## config.mk

```make
export PLATFORM = sky130hd
export DESIGN_NAME = lp_ctrl_end_flat
export DESIGN_NICKNAME = d
export VERILOG_FILES = /design/src/core/lp_pkg.sv /design/src/core/lp_link_if.sv /design/src/core/lp_ctrl_end.sv /design/src/flat_wrapper.sv
export VERILOG_INCLUDE_DIRS = /design/src /design/src/core
export SDC_FILE = /design/constraint.sdc
export NUM_CORES = 1
export LEC_CHECK = 0
export BUFFER_PORTS_ARGS = -buffer_cell sky130_fd_sc_hd__buf_4
export CAP_MARGIN = 20
export CORE_UTILIZATION = 45
export DETAILED_ROUTE_END_ITERATION = 12
export GPL_ROUTABILITY_DRIVEN = 0
export SKIP_CTS_REPAIR_TIMING = 1
export SYNTH_ARGS = -nofsm -noshare
export SYNTH_HDL_FRONTEND = slang
export SYNTH_SLANG_ARGS = --single-unit
```

## constraint.sdc

```tcl
create_clock -name i_mclk -period 4.35 [get_ports i_mclk]
set_input_delay 0.2175 -clock i_mclk [delete_from_list [all_inputs] [get_ports i_mclk]]
set_output_delay 0.2175 -clock i_mclk [all_outputs]
set_load 0.03 [all_outputs]
```

## src/core/lp_cfg.svh

```systemverilog
// Timing figures, mode register map and field layout for the power-down link.
`ifndef LP_CFG_SVH
`define LP_CFG_SVH

// Core clock period in picoseconds (100 MHz)
`define LP_CLK_PS 10000

// Clock-enable pulse width, both levels
`define LP_TCKE_PS 7500
`define LP_TCKE_NCK 4
// Last command to clock-enable low
`define LP_TCMDCKE_PS 1750
`define LP_TCMDCKE_NCK 3
// Clock and select kept valid after clock-enable low
`define LP_TCKELCK_PS 5000
`define LP_TCKELCK_NCK 5
// Select valid before clock-enable low
`define LP_TCSCKE_PS 1750
// Clock running before clock-enable high
`define LP_TCKCKEH_PS 1750
`define LP_TCKCKEH_NCK 3
// Power-down exit to next command
`define LP_TXP_PS 7500
`define LP_TXP_NCK 5
// Select valid before and after clock-enable high
`define LP_TCSCKEH_PS 1750
`define LP_TCKEHCS_PS 7500
// Clock and select after clock-enable low following a mode write
`define LP_TMRWCKEL_PS 14000
`define LP_TMRWCKEL_NCK 10
// Clock and select after clock-enable low following calibration start
`define LP_TZQCKE_PS 1750
`define LP_TZQCKE_NCK 3
// Mode write period, mode set delay, mode read period
`define LP_TMRW_PS 10000
`define LP_TMRW_NCK 10
`define LP_TMRD_PS 14000
`define LP_TMRD_NCK 10
`define LP_TMRR_NCK 8
// Row-to-column delay and the extra margin before a mode read
`define LP_TRCD_PS 18000
`define LP_TRCD_NCK 4
`define LP_TMRRI_NCK 3
// Strobe output delay limit and the delay actually used
`define LP_TSDO_PS 20000
`define LP_TSDO_NCK 12
`define LP_SDO_DLY_NCK 2
// Boot clock period limits and the divider that meets them
`define LP_TCKB_MIN_PS 18000
`define LP_TCKB_MAX_PS 100000
`define LP_BOOT_DIV 4

// Event timers
`define LP_NEV 8
`define LP_CNT_W 8
`define LP_EV_CMD 0
`define LP_EV_CKE_UP 1
`define LP_EV_CKE_DN 2
`define LP_EV_MRW 3
`define LP_EV_MRR 4
`define LP_EV_ZQ 5
`define LP_EV_CKON 6
`define LP_EV_CSON 7

// Mode register map and fields
`define LP_MA_W 6
`define LP_OP_W 8
`define LP_MR_NUM 64
`define LP_MR_RST 8'h00
`define LP_MA_LAT 6'h02
`define LP_MA_DBI 6'h03
`define LP_MA_RATE 6'h04
`define LP_MA_DQS 6'h0F
`define LP_RL_IDX_LSB 0
`define LP_WL_IDX_LSB 3
`define LP_WL_SET_BIT 6
`define LP_DBI_RD_BIT 6
`define LP_RATE_W 3
`define LP_DQS_REQ_BIT 0
`define LP_LAT_W 6
`define LP_RL_MAX 40

`endif

```

## src/core/lp_pkg.sv

```systemverilog
// Types and latency lookups shared by both ends of the power-down link.
`include "lp_cfg.svh"
package lp_pkg;
  // Commands carried on the link
  typedef enum logic [2:0] {
    LP_CMD_NOP = 3'h0,
    LP_CMD_MRW = 3'h1,
    LP_CMD_MRR = 3'h2,
    LP_CMD_ZQS = 3'h3,
    LP_CMD_OTHER = 3'h4
  } lp_cmd_t;

  // Power-down sequence, Gray coded along the loop
  typedef enum logic [1:0] {
    LP_ST_ACTIVE = 2'h0,
    LP_ST_ENTER = 2'h1,
    LP_ST_CLKOFF = 2'h3,
    LP_ST_CLKON = 2'h2
  } lp_pd_st_t;

  // Least time in core cycles, rounded up, never below one
  function automatic int lp_cyc(input int ps);
    int c;
    c = (ps + `LP_CLK_PS - 1) / `LP_CLK_PS;
    return (c < 1) ? 1 : c;
  endfunction

  // Write latency per data-rate index, set A or set B
  function automatic logic [`LP_LAT_W-1:0] lp_wl(input logic [2:0] idx, input logic set_b);
    logic [`LP_LAT_W-1:0] a;
    logic [`LP_LAT_W-1:0] b;
    case (idx)
      3'h0: begin a = 6'h04; b = 6'h04; end
      3'h1: begin a = 6'h06; b = 6'h08; end
      3'h2: begin a = 6'h08; b = 6'h0C; end
      3'h3: begin a = 6'h0A; b = 6'h12; end
      3'h4: begin a = 6'h0C; b = 6'h16; end
      3'h5: begin a = 6'h0E; b = 6'h1A; end
      3'h6: begin a = 6'h10; b = 6'h1E; end
      default: begin a = 6'h12; b = 6'h22; end
    endcase
    return set_b ? b : a;
  endfunction

  // Read latency per data-rate index, inversion off or on
  function automatic logic [`LP_LAT_W-1:0] lp_rl(input logic [2:0] idx, input logic dbi);
    logic [`LP_LAT_W-1:0] a;
    logic [`LP_LAT_W-1:0] b;
    case (idx)
      3'h0: begin a = 6'h06; b = 6'h06; end
      3'h1: begin a = 6'h0A; b = 6'h0C; end
      3'h2: begin a = 6'h0E; b = 6'h10; end
      3'h3: begin a = 6'h14; b = 6'h16; end
      3'h4: begin a = 6'h18; b = 6'h1C; end
      3'h5: begin a = 6'h1C; b = 6'h20; end
      3'h6: begin a = 6'h20; b = 6'h24; end
      default: begin a = 6'h24; b = 6'h28; end
    endcase
    return dbi ? b : a;
  endfunction
endpackage

```

## src/core/lp_link_if.sv

```systemverilog
// Link between the memory controller end and the memory device end.
`timescale 1ns/10ps
`include "lp_cfg.svh"
interface lp_link_if;
  logic ck_tick; // One device clock edge; high only while the clock runs
  logic cke; // Clock-enable level
  logic cs; // Chip select, high with a command
  logic cs_drv; // Select is driven to a valid level
  lp_pkg::lp_cmd_t cmd; // Command code
  logic [`LP_MA_W-1:0] ma; // Mode register address
  logic [`LP_OP_W-1:0] op; // Mode register operand
  logic [`LP_OP_W-1:0] dq; // Read-back data from the device
  logic dq_oe; // Device drives read-back data
  logic dqs; // Data strobe level
  logic dqs_oe; // Device drives the strobe

  modport ctrl (output ck_tick, cke, cs, cs_drv, cmd, ma, op, input dq, dq_oe, dqs, dqs_oe);
  modport dev (input ck_tick, cke, cs, cs_drv, cmd, ma, op, output dq, dq_oe, dqs, dqs_oe);
endinterface

```

## src/core/lp_ctrl_end.sv

```systemverilog
// Controller end: issues commands and sequences clock-enable, clock and select.
`timescale 1ns/10ps
`include "lp_cfg.svh"
module lp_ctrl_end #(
  parameter int BOOT_DIV = `LP_BOOT_DIV,
  parameter int CNT_W = `LP_CNT_W
) (
  input wire logic i_mclk,
  input wire logic i_rst,
  input wire logic i_boot,
  input wire logic i_pd_req,
  input wire logic i_req_valid,
  input wire lp_pkg::lp_cmd_t i_req_cmd,
  input wire logic [`LP_MA_W-1:0] i_req_ma,
  input wire logic [`LP_OP_W-1:0] i_req_op,
  output logic o_req_ready,
  output logic o_pd_active,
  output logic o_rd_valid,
  output logic [`LP_OP_W-1:0] o_rd_data,
  lp_link_if.ctrl link
);
  // Waits in core cycles, each a least time rounded up
  localparam int CKE_NS = lp_pkg::lp_cyc(`LP_TCKE_PS);
  localparam int CMDCKE_NS = lp_pkg::lp_cyc(`LP_TCMDCKE_PS);
  localparam int CKELCK_NS = lp_pkg::lp_cyc(`LP_TCKELCK_PS);
  localparam int CSCKE_NS = lp_pkg::lp_cyc(`LP_TCSCKE_PS);
  localparam int CKCKEH_NS = lp_pkg::lp_cyc(`LP_TCKCKEH_PS);
  localparam int XP_NS = lp_pkg::lp_cyc(`LP_TXP_PS);
  localparam int CSCKEH_NS = lp_pkg::lp_cyc(`LP_TCSCKEH_PS);
  localparam int CKEHCS_NS = lp_pkg::lp_cyc(`LP_TCKEHCS_PS);
  localparam int MRWCKEL_NS = lp_pkg::lp_cyc(`LP_TMRWCKEL_PS);
  localparam int ZQCKE_NS = lp_pkg::lp_cyc(`LP_TZQCKE_PS);
  localparam int MRW_NS = lp_pkg::lp_cyc(`LP_TMRW_PS);
  localparam int MRD_NS = lp_pkg::lp_cyc(`LP_TMRD_PS);
  localparam int RCD_NS = lp_pkg::lp_cyc(`LP_TRCD_PS);
  // Mode read after exit: exit delay, then row-to-column delay plus margin
  localparam int MRRI_NS = XP_NS + RCD_NS;
  localparam int MRRI_NCK = `LP_TXP_NCK + `LP_TRCD_NCK + `LP_TMRRI_NCK;
  localparam int DIV_W = $clog2(BOOT_DIV + 1);

  lp_pkg::lp_pd_st_t st_r; // Power-down sequence state
  lp_pkg::lp_pd_st_t st_nxt; // Next state
  logic [DIV_W-1:0] div_r; // Boot clock divider phase
  logic div_ok; // Next cycle may carry a device clock edge
  logic tick_nxt; // Next cycle carries a device clock edge
  logic tick_r; // Device clock edge on the link
  logic cke_r; // Clock-enable out
  logic cke_q_r; // Clock-enable one cycle back, for edge detection
  logic ck_run_r; // Clock running
  logic ck_run_q_r; // Clock running one cycle back
  logic cs_drv_r; // Select driven to a valid level
  logic cs_drv_q_r; // Select driven one cycle back
  logic cs_r; // Select asserted with a command
  lp_pkg::lp_cmd_t cmd_r; // Command out
  logic [`LP_MA_W-1:0] ma_r; // Address out
  logic [`LP_OP_W-1:0] op_r; // Operand out
  logic issue; // Request taken this cycle
  logic cmd_ok; // Spacing for the offered command is met
  logic pd_active_r; // Power-down in progress
  logic rd_valid_r; // Read-back data valid
  logic [`LP_OP_W-1:0] rd_data_r; // Read-back data
  logic [`LP_NEV-1:0] ev; // Link events that restart the timers
  logic [CNT_W-1:0] ns_cnt_r [`LP_NEV]; // Core cycles since each event
  logic [CNT_W-1:0] nck_cnt_r [`LP_NEV]; // Device clocks since each event

  // A wait is over only once both the time and the clock count have passed;
  // nx counts the edge in the coming cycle, for actions taken on that edge.
  // An event showing now has not cleared its timer yet, so it is never met.
  function automatic logic met(input int i, input int ns, input int nck, input logic nx);
    met = !ev[i] && (int'(ns_cnt_r[i]) + 2 >= ns) &&
          (int'(nck_cnt_r[i]) + int'(tick_r) + int'(nx) >= nck);
  endfunction

  // Events are seen on the link itself so timers match what the device sees
  always_comb
  begin
    ev = '0;
    ev[`LP_EV_CMD] = tick_r && (cmd_r != lp_pkg::LP_CMD_NOP);
    ev[`LP_EV_CKE_UP] = cke_r && !cke_q_r;
    ev[`LP_EV_CKE_DN] = !cke_r && cke_q_r;
    ev[`LP_EV_MRW] = tick_r && (cmd_r == lp_pkg::LP_CMD_MRW);
    ev[`LP_EV_MRR] = tick_r && (cmd_r == lp_pkg::LP_CMD_MRR);
    ev[`LP_EV_ZQ] = tick_r && (cmd_r == lp_pkg::LP_CMD_ZQS);
    ev[`LP_EV_CKON] = ck_run_r && !ck_run_q_r;
    ev[`LP_EV_CSON] = cs_drv_r && !cs_drv_q_r;
  end

  // Saturating timers; they start saturated, but clock-on and select-on restart on the first cycle out of reset
  genvar g;
  for (g = 0; g < `LP_NEV; g++)
  begin : g_tmr
    always_ff @(posedge i_mclk)
    begin
      if (i_rst)
      begin
        ns_cnt_r[g] <= '1;
        nck_cnt_r[g] <= '1;
      end
      else if (ev[g])
      begin
        ns_cnt_r[g] <= '0;
        nck_cnt_r[g] <= '0;
      end
      else
      begin
        if (ns_cnt_r[g] != '1)
          ns_cnt_r[g] <= ns_cnt_r[g] + 1'b1;
        if (tick_r && (nck_cnt_r[g] != '1))
          nck_cnt_r[g] <= nck_cnt_r[g] + 1'b1;
      end
    end
  end

  // Boot mode slows the device clock to one edge per BOOT_DIV core cycles
  always_ff @(posedge i_mclk)
  begin
    if (i_rst)
      div_r <= '0;
    else if (div_r >= DIV_W'(BOOT_DIV - 1))
      div_r <= '0;
    else
      div_r <= div_r + 1'b1;
  end

  // Default divider gives a 40 ns boot period, inside the allowed band
  assign div_ok = !i_boot || (div_r == '0);

  // Power-down sequence
  always_comb
  begin
    st_nxt = st_r;
    case (st_r)
      lp_pkg::LP_ST_ACTIVE:
      begin
        // Enter whether or not a command is offered; the pending request keeps ready low so none is taken
        if (i_pd_req && div_ok &&
            met(`LP_EV_CKE_UP, CKE_NS, `LP_TCKE_NCK, 1'b1) &&
            met(`LP_EV_CMD, CMDCKE_NS, `LP_TCMDCKE_NCK, 1'b1) &&
            met(`LP_EV_CSON, CSCKE_NS, 1, 1'b1))
          st_nxt = lp_pkg::LP_ST_ENTER;
      end
      lp_pkg::LP_ST_ENTER:
      begin
        // Clock and select stay valid until every post-entry hold is over
        if (met(`LP_EV_CKE_DN, CKELCK_NS, `LP_TCKELCK_NCK, 1'b0) &&
            // Equal timers mean the mode write was the last command
            ((ns_cnt_r[`LP_EV_MRW] != ns_cnt_r[`LP_EV_CMD]) ||
             met(`LP_EV_CKE_DN, MRWCKEL_NS, `LP_TMRWCKEL_NCK, 1'b0)) &&
            met(`LP_EV_ZQ, ZQCKE_NS, `LP_TZQCKE_NCK, 1'b0))
          st_nxt = lp_pkg::LP_ST_CLKOFF;
      end
      lp_pkg::LP_ST_CLKOFF:
      begin
        if (!i_pd_req)
          st_nxt = lp_pkg::LP_ST_CLKON;
      end
      lp_pkg::LP_ST_CLKON:
      begin
        // Clock-enable rises only on a clock edge after all setup is met
        if (div_ok &&
            met(`LP_EV_CKON, CKCKEH_NS, `LP_TCKCKEH_NCK, 1'b0) &&
            met(`LP_EV_CSON, CSCKEH_NS, 1, 1'b1) &&
            met(`LP_EV_CKE_DN, CKE_NS, `LP_TCKE_NCK, 1'b1))
          st_nxt = lp_pkg::LP_ST_ACTIVE;
      end
      default:
        st_nxt = lp_pkg::LP_ST_CLKON;
    endcase
  end

  // Clock edges only while the clock runs
  assign tick_nxt = (st_nxt != lp_pkg::LP_ST_CLKOFF) && div_ok;

  // Command spacing for whatever is offered now
  always_comb
  begin
    cmd_ok = met(`LP_EV_CKE_UP, XP_NS, `LP_TXP_NCK, 1'b1) &&
             met(`LP_EV_MRW, MRD_NS, `LP_TMRD_NCK, 1'b1);
    if (i_req_cmd == lp_pkg::LP_CMD_MRW)
      cmd_ok = cmd_ok && met(`LP_EV_MRW, MRW_NS, `LP_TMRW_NCK, 1'b1);
    if (i_req_cmd == lp_pkg::LP_CMD_MRR)
    begin
      cmd_ok = cmd_ok && met(`LP_EV_MRR, 1, `LP_TMRR_NCK, 1'b1);
      cmd_ok = cmd_ok && met(`LP_EV_CKE_UP, MRRI_NS, MRRI_NCK, 1'b1);
    end
  end

  // A pending power-down request blocks new commands so the queue drains
  assign o_req_ready = (st_r == lp_pkg::LP_ST_ACTIVE) && !i_pd_req && div_ok && cmd_ok;
  assign issue = o_req_ready && i_req_valid;

  // State register; reset starts with the clock running and clock-enable low
  always_ff @(posedge i_mclk)
  begin
    if (i_rst)
      st_r <= lp_pkg::LP_ST_CLKON;
    else
      st_r <= st_nxt;
  end

  // Clock-enable, clock and select levels follow the next state
  always_ff @(posedge i_mclk)
  begin
    if (i_rst)
    begin
      cke_r <= 1'b0;
      cke_q_r <= 1'b0;
      ck_run_r <= 1'b1;
      ck_run_q_r <= 1'b0;
      cs_drv_r <= 1'b1;
      cs_drv_q_r <= 1'b0;
      tick_r <= 1'b0;
    end
    else
    begin
      cke_r <= (st_nxt == lp_pkg::LP_ST_ACTIVE);
      cke_q_r <= cke_r;
      ck_run_r <= (st_nxt != lp_pkg::LP_ST_CLKOFF);
      ck_run_q_r <= ck_run_r;
      // Select is released only with the clock, so it is valid around both edges
      cs_drv_r <= (st_nxt != lp_pkg::LP_ST_CLKOFF);
      cs_drv_q_r <= cs_drv_r;
      tick_r <= tick_nxt;
    end
  end

  // Command registers; a command lasts exactly one device clock edge
  always_ff @(posedge i_mclk)
  begin
    if (i_rst)
    begin
      cmd_r <= lp_pkg::LP_CMD_NOP;
      cs_r <= 1'b0;
      ma_r <= '0;
      op_r <= '0;
    end
    else
    begin
      cmd_r <= issue ? i_req_cmd : lp_pkg::LP_CMD_NOP;
      cs_r <= issue && (i_req_cmd != lp_pkg::LP_CMD_NOP);
      if (issue)
      begin
        ma_r <= i_req_ma;
        op_r <= i_req_op;
      end
    end
  end

  // Read-back capture and power-down status
  always_ff @(posedge i_mclk)
  begin
    if (i_rst)
    begin
      rd_valid_r <= 1'b0;
      rd_data_r <= '0;
      pd_active_r <= 1'b1;
    end
    else
    begin
      rd_valid_r <= link.dq_oe;
      if (link.dq_oe)
        rd_data_r <= link.dq;
      pd_active_r <= (st_nxt != lp_pkg::LP_ST_ACTIVE);
    end
  end

  assign link.ck_tick = tick_r;
  assign link.cke = cke_r;
  assign link.cs = cs_r;
  assign link.cs_drv = cs_drv_r;
  assign link.cmd = cmd_r;
  assign link.ma = ma_r;
  assign link.op = op_r;
  assign o_pd_active = pd_active_r;
  assign o_rd_valid = rd_valid_r;
  assign o_rd_data = rd_data_r;
endmodule

```

## src/flat_wrapper.sv

```systemverilog
// flat-port wrapper written by rule: the top's interface ports become plain ports
module lp_ctrl_end_flat 
#(
  parameter int BOOT_DIV = `LP_BOOT_DIV,
  parameter int CNT_W = `LP_CNT_W
)
  (i_mclk, i_rst, i_boot, i_pd_req, i_req_valid, i_req_cmd, i_req_ma, i_req_op, o_req_ready, o_pd_active, o_rd_valid, o_rd_data, link_ck_tick, link_cke, link_cs, link_cs_drv, link_cmd, link_ma, link_op, link_dq, link_dq_oe, link_dqs, link_dqs_oe);
  lp_link_if link_i ();
  input wire logic i_mclk;
  input wire logic i_rst;
  input wire logic i_boot;
  input wire logic i_pd_req;
  input wire logic i_req_valid;
  input wire lp_pkg::lp_cmd_t i_req_cmd;
  input wire logic [`LP_MA_W-1:0] i_req_ma;
  input wire logic [`LP_OP_W-1:0] i_req_op;
  output logic o_req_ready;
  output logic o_pd_active;
  output logic o_rd_valid;
  output logic [`LP_OP_W-1:0] o_rd_data;
  output wire logic [$bits(link_i.ck_tick)-1:0] link_ck_tick;
  output wire logic [$bits(link_i.cke)-1:0] link_cke;
  output wire logic [$bits(link_i.cs)-1:0] link_cs;
  output wire logic [$bits(link_i.cs_drv)-1:0] link_cs_drv;
  output wire logic [$bits(link_i.cmd)-1:0] link_cmd;
  output wire logic [$bits(link_i.ma)-1:0] link_ma;
  output wire logic [$bits(link_i.op)-1:0] link_op;
  input wire logic [$bits(link_i.dq)-1:0] link_dq;
  input wire logic [$bits(link_i.dq_oe)-1:0] link_dq_oe;
  input wire logic [$bits(link_i.dqs)-1:0] link_dqs;
  input wire logic [$bits(link_i.dqs_oe)-1:0] link_dqs_oe;
  assign link_ck_tick = link_i.ck_tick;
  assign link_cke = link_i.cke;
  assign link_cs = link_i.cs;
  assign link_cs_drv = link_i.cs_drv;
  assign link_cmd = link_i.cmd;
  assign link_ma = link_i.ma;
  assign link_op = link_i.op;
  assign link_i.dq = link_dq;
  assign link_i.dq_oe = link_dq_oe;
  assign link_i.dqs = link_dqs;
  assign link_i.dqs_oe = link_dqs_oe;
  lp_ctrl_end #(.BOOT_DIV(BOOT_DIV), .CNT_W(CNT_W)) u_core (.i_mclk(i_mclk), .i_rst(i_rst), .i_boot(i_boot), .i_pd_req(i_pd_req), .i_req_valid(i_req_valid), .i_req_cmd(i_req_cmd), .i_req_ma(i_req_ma), .i_req_op(i_req_op), .o_req_ready(o_req_ready), .o_pd_active(o_pd_active), .o_rd_valid(o_rd_valid), .o_rd_data(o_rd_data), .link(link_i));
endmodule
```

==> results of run 1 <==
-- synthesized netlist by cell type (3+ instances only) --
library cell	n	share of area, %
o31ai_1	7	0.49
nand3_1	70	3.3
nor4_1	10	0.58
nand2_1	75	2.6
mux2i_1	10	0.93
a311oi_1	3	0.25
ha_1	67	7.8
a21o_1	3	0.21
dfxtp_1	38	7.1
o211ai_1	3	0.21
clkbuf_1	32	1.1
xor2_1	67	5.5
inv_1	54	1.9
a31oi_1	11	0.64
or4_1	3	0.21
buf_2	11	0.51
buf_1	5	0.18
edfxtp_1	128	36
nor3_1	12	0.56
nand2b_1	21	1.2
nand3b_1	8	0.56
a21oi_1	92	4.3
nand4_1	29	1.7
o21ai_0	97	4.5
a211oi_1	5	0.35
o22ai_1	8	0.47
and4_1	3	0.25
or3_1	17	0.99
o21bai_1	5	0.35
nor4b_1	3	0.25
or2_2	4	0.23
and3_1	29	1.7
nor2_1	56	2.0
o2111ai_1	3	0.25
xnor2_1	53	4.3
and2_1	5	0.29
nor2b_1	18	1.1
and3b_1	3	0.25
buf_6	4	0.42
-- per-layer routing --
metal / share of wire [%] / track usage [%] / routed length [um]
met5: 0 / 0 / 0
met4: 1.5 / 5.56 / 349
met3: 4.3 / 4.24 / 984
met2: 44 / 29.8 / 10100
met1: 50 / 27.8 / 11400
-- tightest hold or removal path: stages --
cell     delay, ns
buf_4         0.08
mux2i_1       0.05
nor2_1        0.07
-- final cells by class --
class                           count  area, sq um  share of cell area [%]
Clock buffer                       17          425                    3.54
Multi-Input combinational cell    851         5660                    47.1
Clock inverter                     15          218                    1.81
Tap cell                          319          399                    3.32
Timing Repair Buffer               67          503                    4.19
Sequential cell                   166         4600                    38.3
Inverter                           54          203                    1.69
-- flip-flops by register name, summed over array words and instances (netlist names), 2 cells and up --
name,count
u_core.o_rd_data,8
u_core.st_r,2
u_core.nck_cnt_r,64
u_core.link.cmd,3
u_core.link.op,8
u_core.div_r,3
u_core.ns_cnt_r,64
u_core.link.ma,6
-- per-stage QoR --
step	worst slack [ns]	util, %	hold slack, ns	std cells
CTS	0.374	51.3	-0.0116	1488
finish	0.367	51.3	0.0107	1489
floorplan	0.613	-	0.329	1125
global placement	0.835	48.6	0.451	1456
detailed placement	0.779	48.6	0.459	1456
global route	0.109	51.3	0.0146	1489
-- cell families after synthesis --
family / synth area share, %
adders and majority gates: 7.82
buffers and inverters: 4.24
DFF: 43.0
and+or+nand+nor: 18.9
muxes: 1.25
xor gates and xnor gates: 9.81
AOI/OAI and AO/OA: 15.1
-- final timing paths --
check             slack [ns]                   start             endpoint
setup reg to reg        0.75  u_core.nck_cnt_r[0][8]    u_core.link.op[3]
hold reg to reg         0.48         u_core.div_r[0]      u_core.div_r[0]
hold / removal          0.01              link_dq[2]  u_core.o_rd_data[2]
setup / recovery        0.37  u_core.nck_cnt_r[0][8]          o_req_ready
-- power by group --
part           internal [mW]  switching (mW)
clock                  0.979           0.696
combinational          0.710           0.856
sequential              1.99           0.318
total                   3.68            1.87
==> out/metrics.cfg, run 1 <==
[outcome]
status=completed

[power_and_ir_drop]
vdd_drop_max_mv=0.236
p_total_mw=5.55
powerDensity_nw_per_um2=462
p_leak_nw=4.54

[floorplan]
io_pins=65
die_area_sq_um=24400
initial_core_util_pct=45.8
core_area_sq_um=23400
dieWidth_um=156
num_rows=56
die_y_um=156

[cells_and_area]
nNetsFinal=1257
syn_to_final_growth_pct=12.1
final_cell_mix=128 x edfxtp_1, 97 x o21ai_0, 92 x a21oi_1
fin_area_sq_um=12000
final_common_cell=edfxtp_1
num_antenna_cells=0
fillers=2178
drive_gt1_share_pct=9.91

[cts]
clk-insertion-delay-late_ns=0.44
cts_tree=built
clk_path_buf_depth=2
clock_tree.root_cell=clkbuf_16
cts_sinks=166
path_clk_slew_ns=0.07
htreeDepth=4
numCtsBuffers=17

[setup_path]
critPathBufInv=2
critPathMaxStageDelay_ns=0.67
path_cells=ha_1 -> ha_1 -> ha_1 -> inv_1 -> o31ai_1 -> mux2_1 -> and3_1 -> or4_4 -> nor2b_1 -> buf_4
reg2regPathDepth=10
cp-end-kind=output port
path_common_cell=ha_1
worst-path-max-fanout=31
cpMaxStageDelayCell=or4_4
startpoint_type=flip-flop
critPathTopFamily=simple AND/OR/NAND/NOR gates
cp.required_ns=4.13
crit_type=flip-flop to output port
worstPathArrival_ns=3.77
cp.depth=10

[sta]
worst_clock_skew_ns=0.0195
min_period_ns=3.98
setup_tns_ns=0
rsz0062_at_grt=no
maxSlewViolCount=0
relSlewSlack_pct=32.0
min_period_over_period_pct=91.6
fmax_mhz=251
hold_viol_final=0
setup_viol_count_final=0
tightest_slew_ns=1.01

[yosys]
postSynthNetCount=1225
yosys_warnings=0
syn_area_per_cell_sq_um=9.53
synth_edf_count=128
synthFlopType=edfxtp_1
synthArstFlopShare_pct=0
yosys_register_bits=166
syn_area_sq_um=10700
seq_area_frac_synth_pct=43.0
synth.distinct_cells=79
synthCells=1125

[route]
drc=0
initialDrtViolationCount=573
wire_per_inst_um=15.3
via_per_inst=5.53
dr.pass1.iters=8
ant_nets=0
routed_wl_mm=22.7
num_vias=8231

[grt]
grt_pass1_vias=7650
gr-total-overflow=0
grt_pass1_wl_mm=38.4
grt_max_degree=65
grt_usage_pct=19.6
antenna_found_initial=0

[placed_design]
place_area_sq_um=11400
port-buffer-count=62
hpwl_mm=15.9

[hold_path]
min_path_type=primary input to flip-flop
whs_path_depth=3

[job]
max_cap_violations=0

(Power assumes the default switching activity.)
==> inputs of run 2 (changes only) <==
Settings changed: CORE_UTILIZATION 45 to 49, PLACE_DENSITY from default to 0.66.
==> out/metrics.cfg, run 2 (synthesis results as in run 1) <==
[cells_and_area]
multi_input_area_sq_um=5660
nNetsFinal=1258
fin_util_pct=56.2
num_antenna_cells=0
reg.largest.list=u_core.nck_cnt_r: 64 flops, u_core.ns_cnt_r: 64 flops
seqCellArea_sq_um=4600
fillers=1890
final_cell_mix=128 x edfxtp_1, 97 x o21ai_0, 92 x a21oi_1
drive_gt1_share_pct=9.99
syn_to_final_growth_pct=11.2
final_common_cell=edfxtp_1
final_cells=1446

[floorplan]
core_area_sq_um=21200
die_y_um=150
num_rows=53
io_pins=65
dieWidth_um=150
initial_core_util_pct=50.5
die_area_sq_um=22500

[route]
dr.pass1.iters=4
wire_per_inst_um=15.4
initialDrtViolationCount=492
drc=0
routed_wl_mm=22.2
via_per_inst=5.69
ant_nets=0
num_vias=8234

[grt]
grt_usage_pct=20.9
grt_max_degree=65
gr-total-overflow=0
antenna_found_initial=0
grt_pass1_vias=7658
grt_pass1_wl_mm=37.8

[power_and_ir_drop]
internal-power_mw=3.57
power_frac_comb_pct=29.1
clkPwrFrac_pct=28.4
vdd_drop_max_mv=0.252
p_leak_nw=4.54
powerDensity_nw_per_um2=456
p_seq_share_pct=42.5
power_switching_mw=1.86
swShare_pct=34.2

[setup_path]
cp-end-kind=output port
critPathMaxStageDelay_ns=0.67
path_cells=ha_1 -> ha_1 -> ha_1 -> inv_1 -> o31ai_1 -> mux2_1 -> and3_1 -> or4_4 -> nor2b_1 -> buf_4
worstPathArrival_ns=3.80
crit_type=flip-flop to output port
cp.required_ns=4.13
cpMaxStageDelayCell=or4_4
startpoint_type=flip-flop
rr_startpoint=u_core.nck_cnt_r[0][8]
startpoint=u_core.nck_cnt_r[0][8]
path_common_cell=ha_1
worst-path-max-fanout=31

[cts]
cts_sinks=166
clock_tree.root_cell=clkbuf_16
numCtsBuffers=17
path_clk_slew_ns=0.07
cts_tree=built
clk_path_buf_depth=2
htreeDepth=4
clk-insertion-delay-late_ns=0.43

[sta]
worst_slack_ns=0.337
tightest_slew_ns=0.932
min_period_over_period_pct=92.2
relSlewSlack_pct=37.5
fmax_mhz=249
min_period_ns=4.01
maxSlewViolCount=0
setup_tns_ns=0
setup_viol_count_final=0
rsz0062_at_grt=no
hold_viol_final=0
worst_clock_skew_ns=0.0102

[placed_design]
port-buffer-count=62
placed_cells=1413
post-place-ws_ns=0.770
hpwl_mm=16.0

[job]
max_cap_violations=0

[hold_path]
hp-start=i_boot
min_path_type=primary input to flip-flop

[outcome]
status=completed

-- run 2: power by group through the flow --
stage	combinational [mW]	clock (mW)	sequential [mW]
finish	1.58	1.54	2.31
global route	1.81	1.63	2.35
CTS	1.59	1.57	2.30
detailed placement	1.57	0	2.34
global placement	1.54	0	2.33
floorplan	1.33	0	2.23
-- run 2: metrics by stage --
step           hold slack, ns  instance area (sq um)  power, mW
2_1_floorplan           0.329                  10700       3.55
3_3_place_gp            0.449                  11300       3.87
3_5_place_dp            0.451                  11300       3.91
4_1_cts               0.00223                  11900       5.46
5_1_grt               0.00979                  11900       5.79
6_report               0.0142                  11900       5.43
-- run 2: worst paths after layout --
check                        end  slack [ns]  depth (start not counted)
max                  o_req_ready        0.34                         10
min          u_core.link.ck_tick        0.01                          2
max reg2reg    u_core.link.op[1]        0.72                         10
min reg2reg    u_core.link.op[2]        0.48                          2
-- run 2: worst max-delay path: cells and delay by family (launching register included) --
family,cells,cell delay [ns]
flops,1,0.46
simple gates,3,0.99
fa+ha+maj,3,0.93
buf+inv,2,0.30
mux,1,0.38
compound gates,1,0.29
-- run 2: metal layers --
layer / routed length [um] / track usage, % / part of all wire [%]
met1: 10700 / 28.8 / 48
met2: 10300 / 33.0 / 46
met3: 853 / 4.30 / 3.8
met4: 306 / 5.96 / 1.4
met5: 0 / 0 / 0
-- run 2: area by class of cell --
cell class | instances | share of cell area [%]
Clock buffer | 17 | 3.57
Clock inverter | 15 | 1.43
Inverter | 54 | 1.70
Multi-Input combinational cell | 851 | 47.5
Sequential cell | 166 | 38.6
Tap cell | 275 | 2.89
Timing Repair Buffer | 68 | 4.28
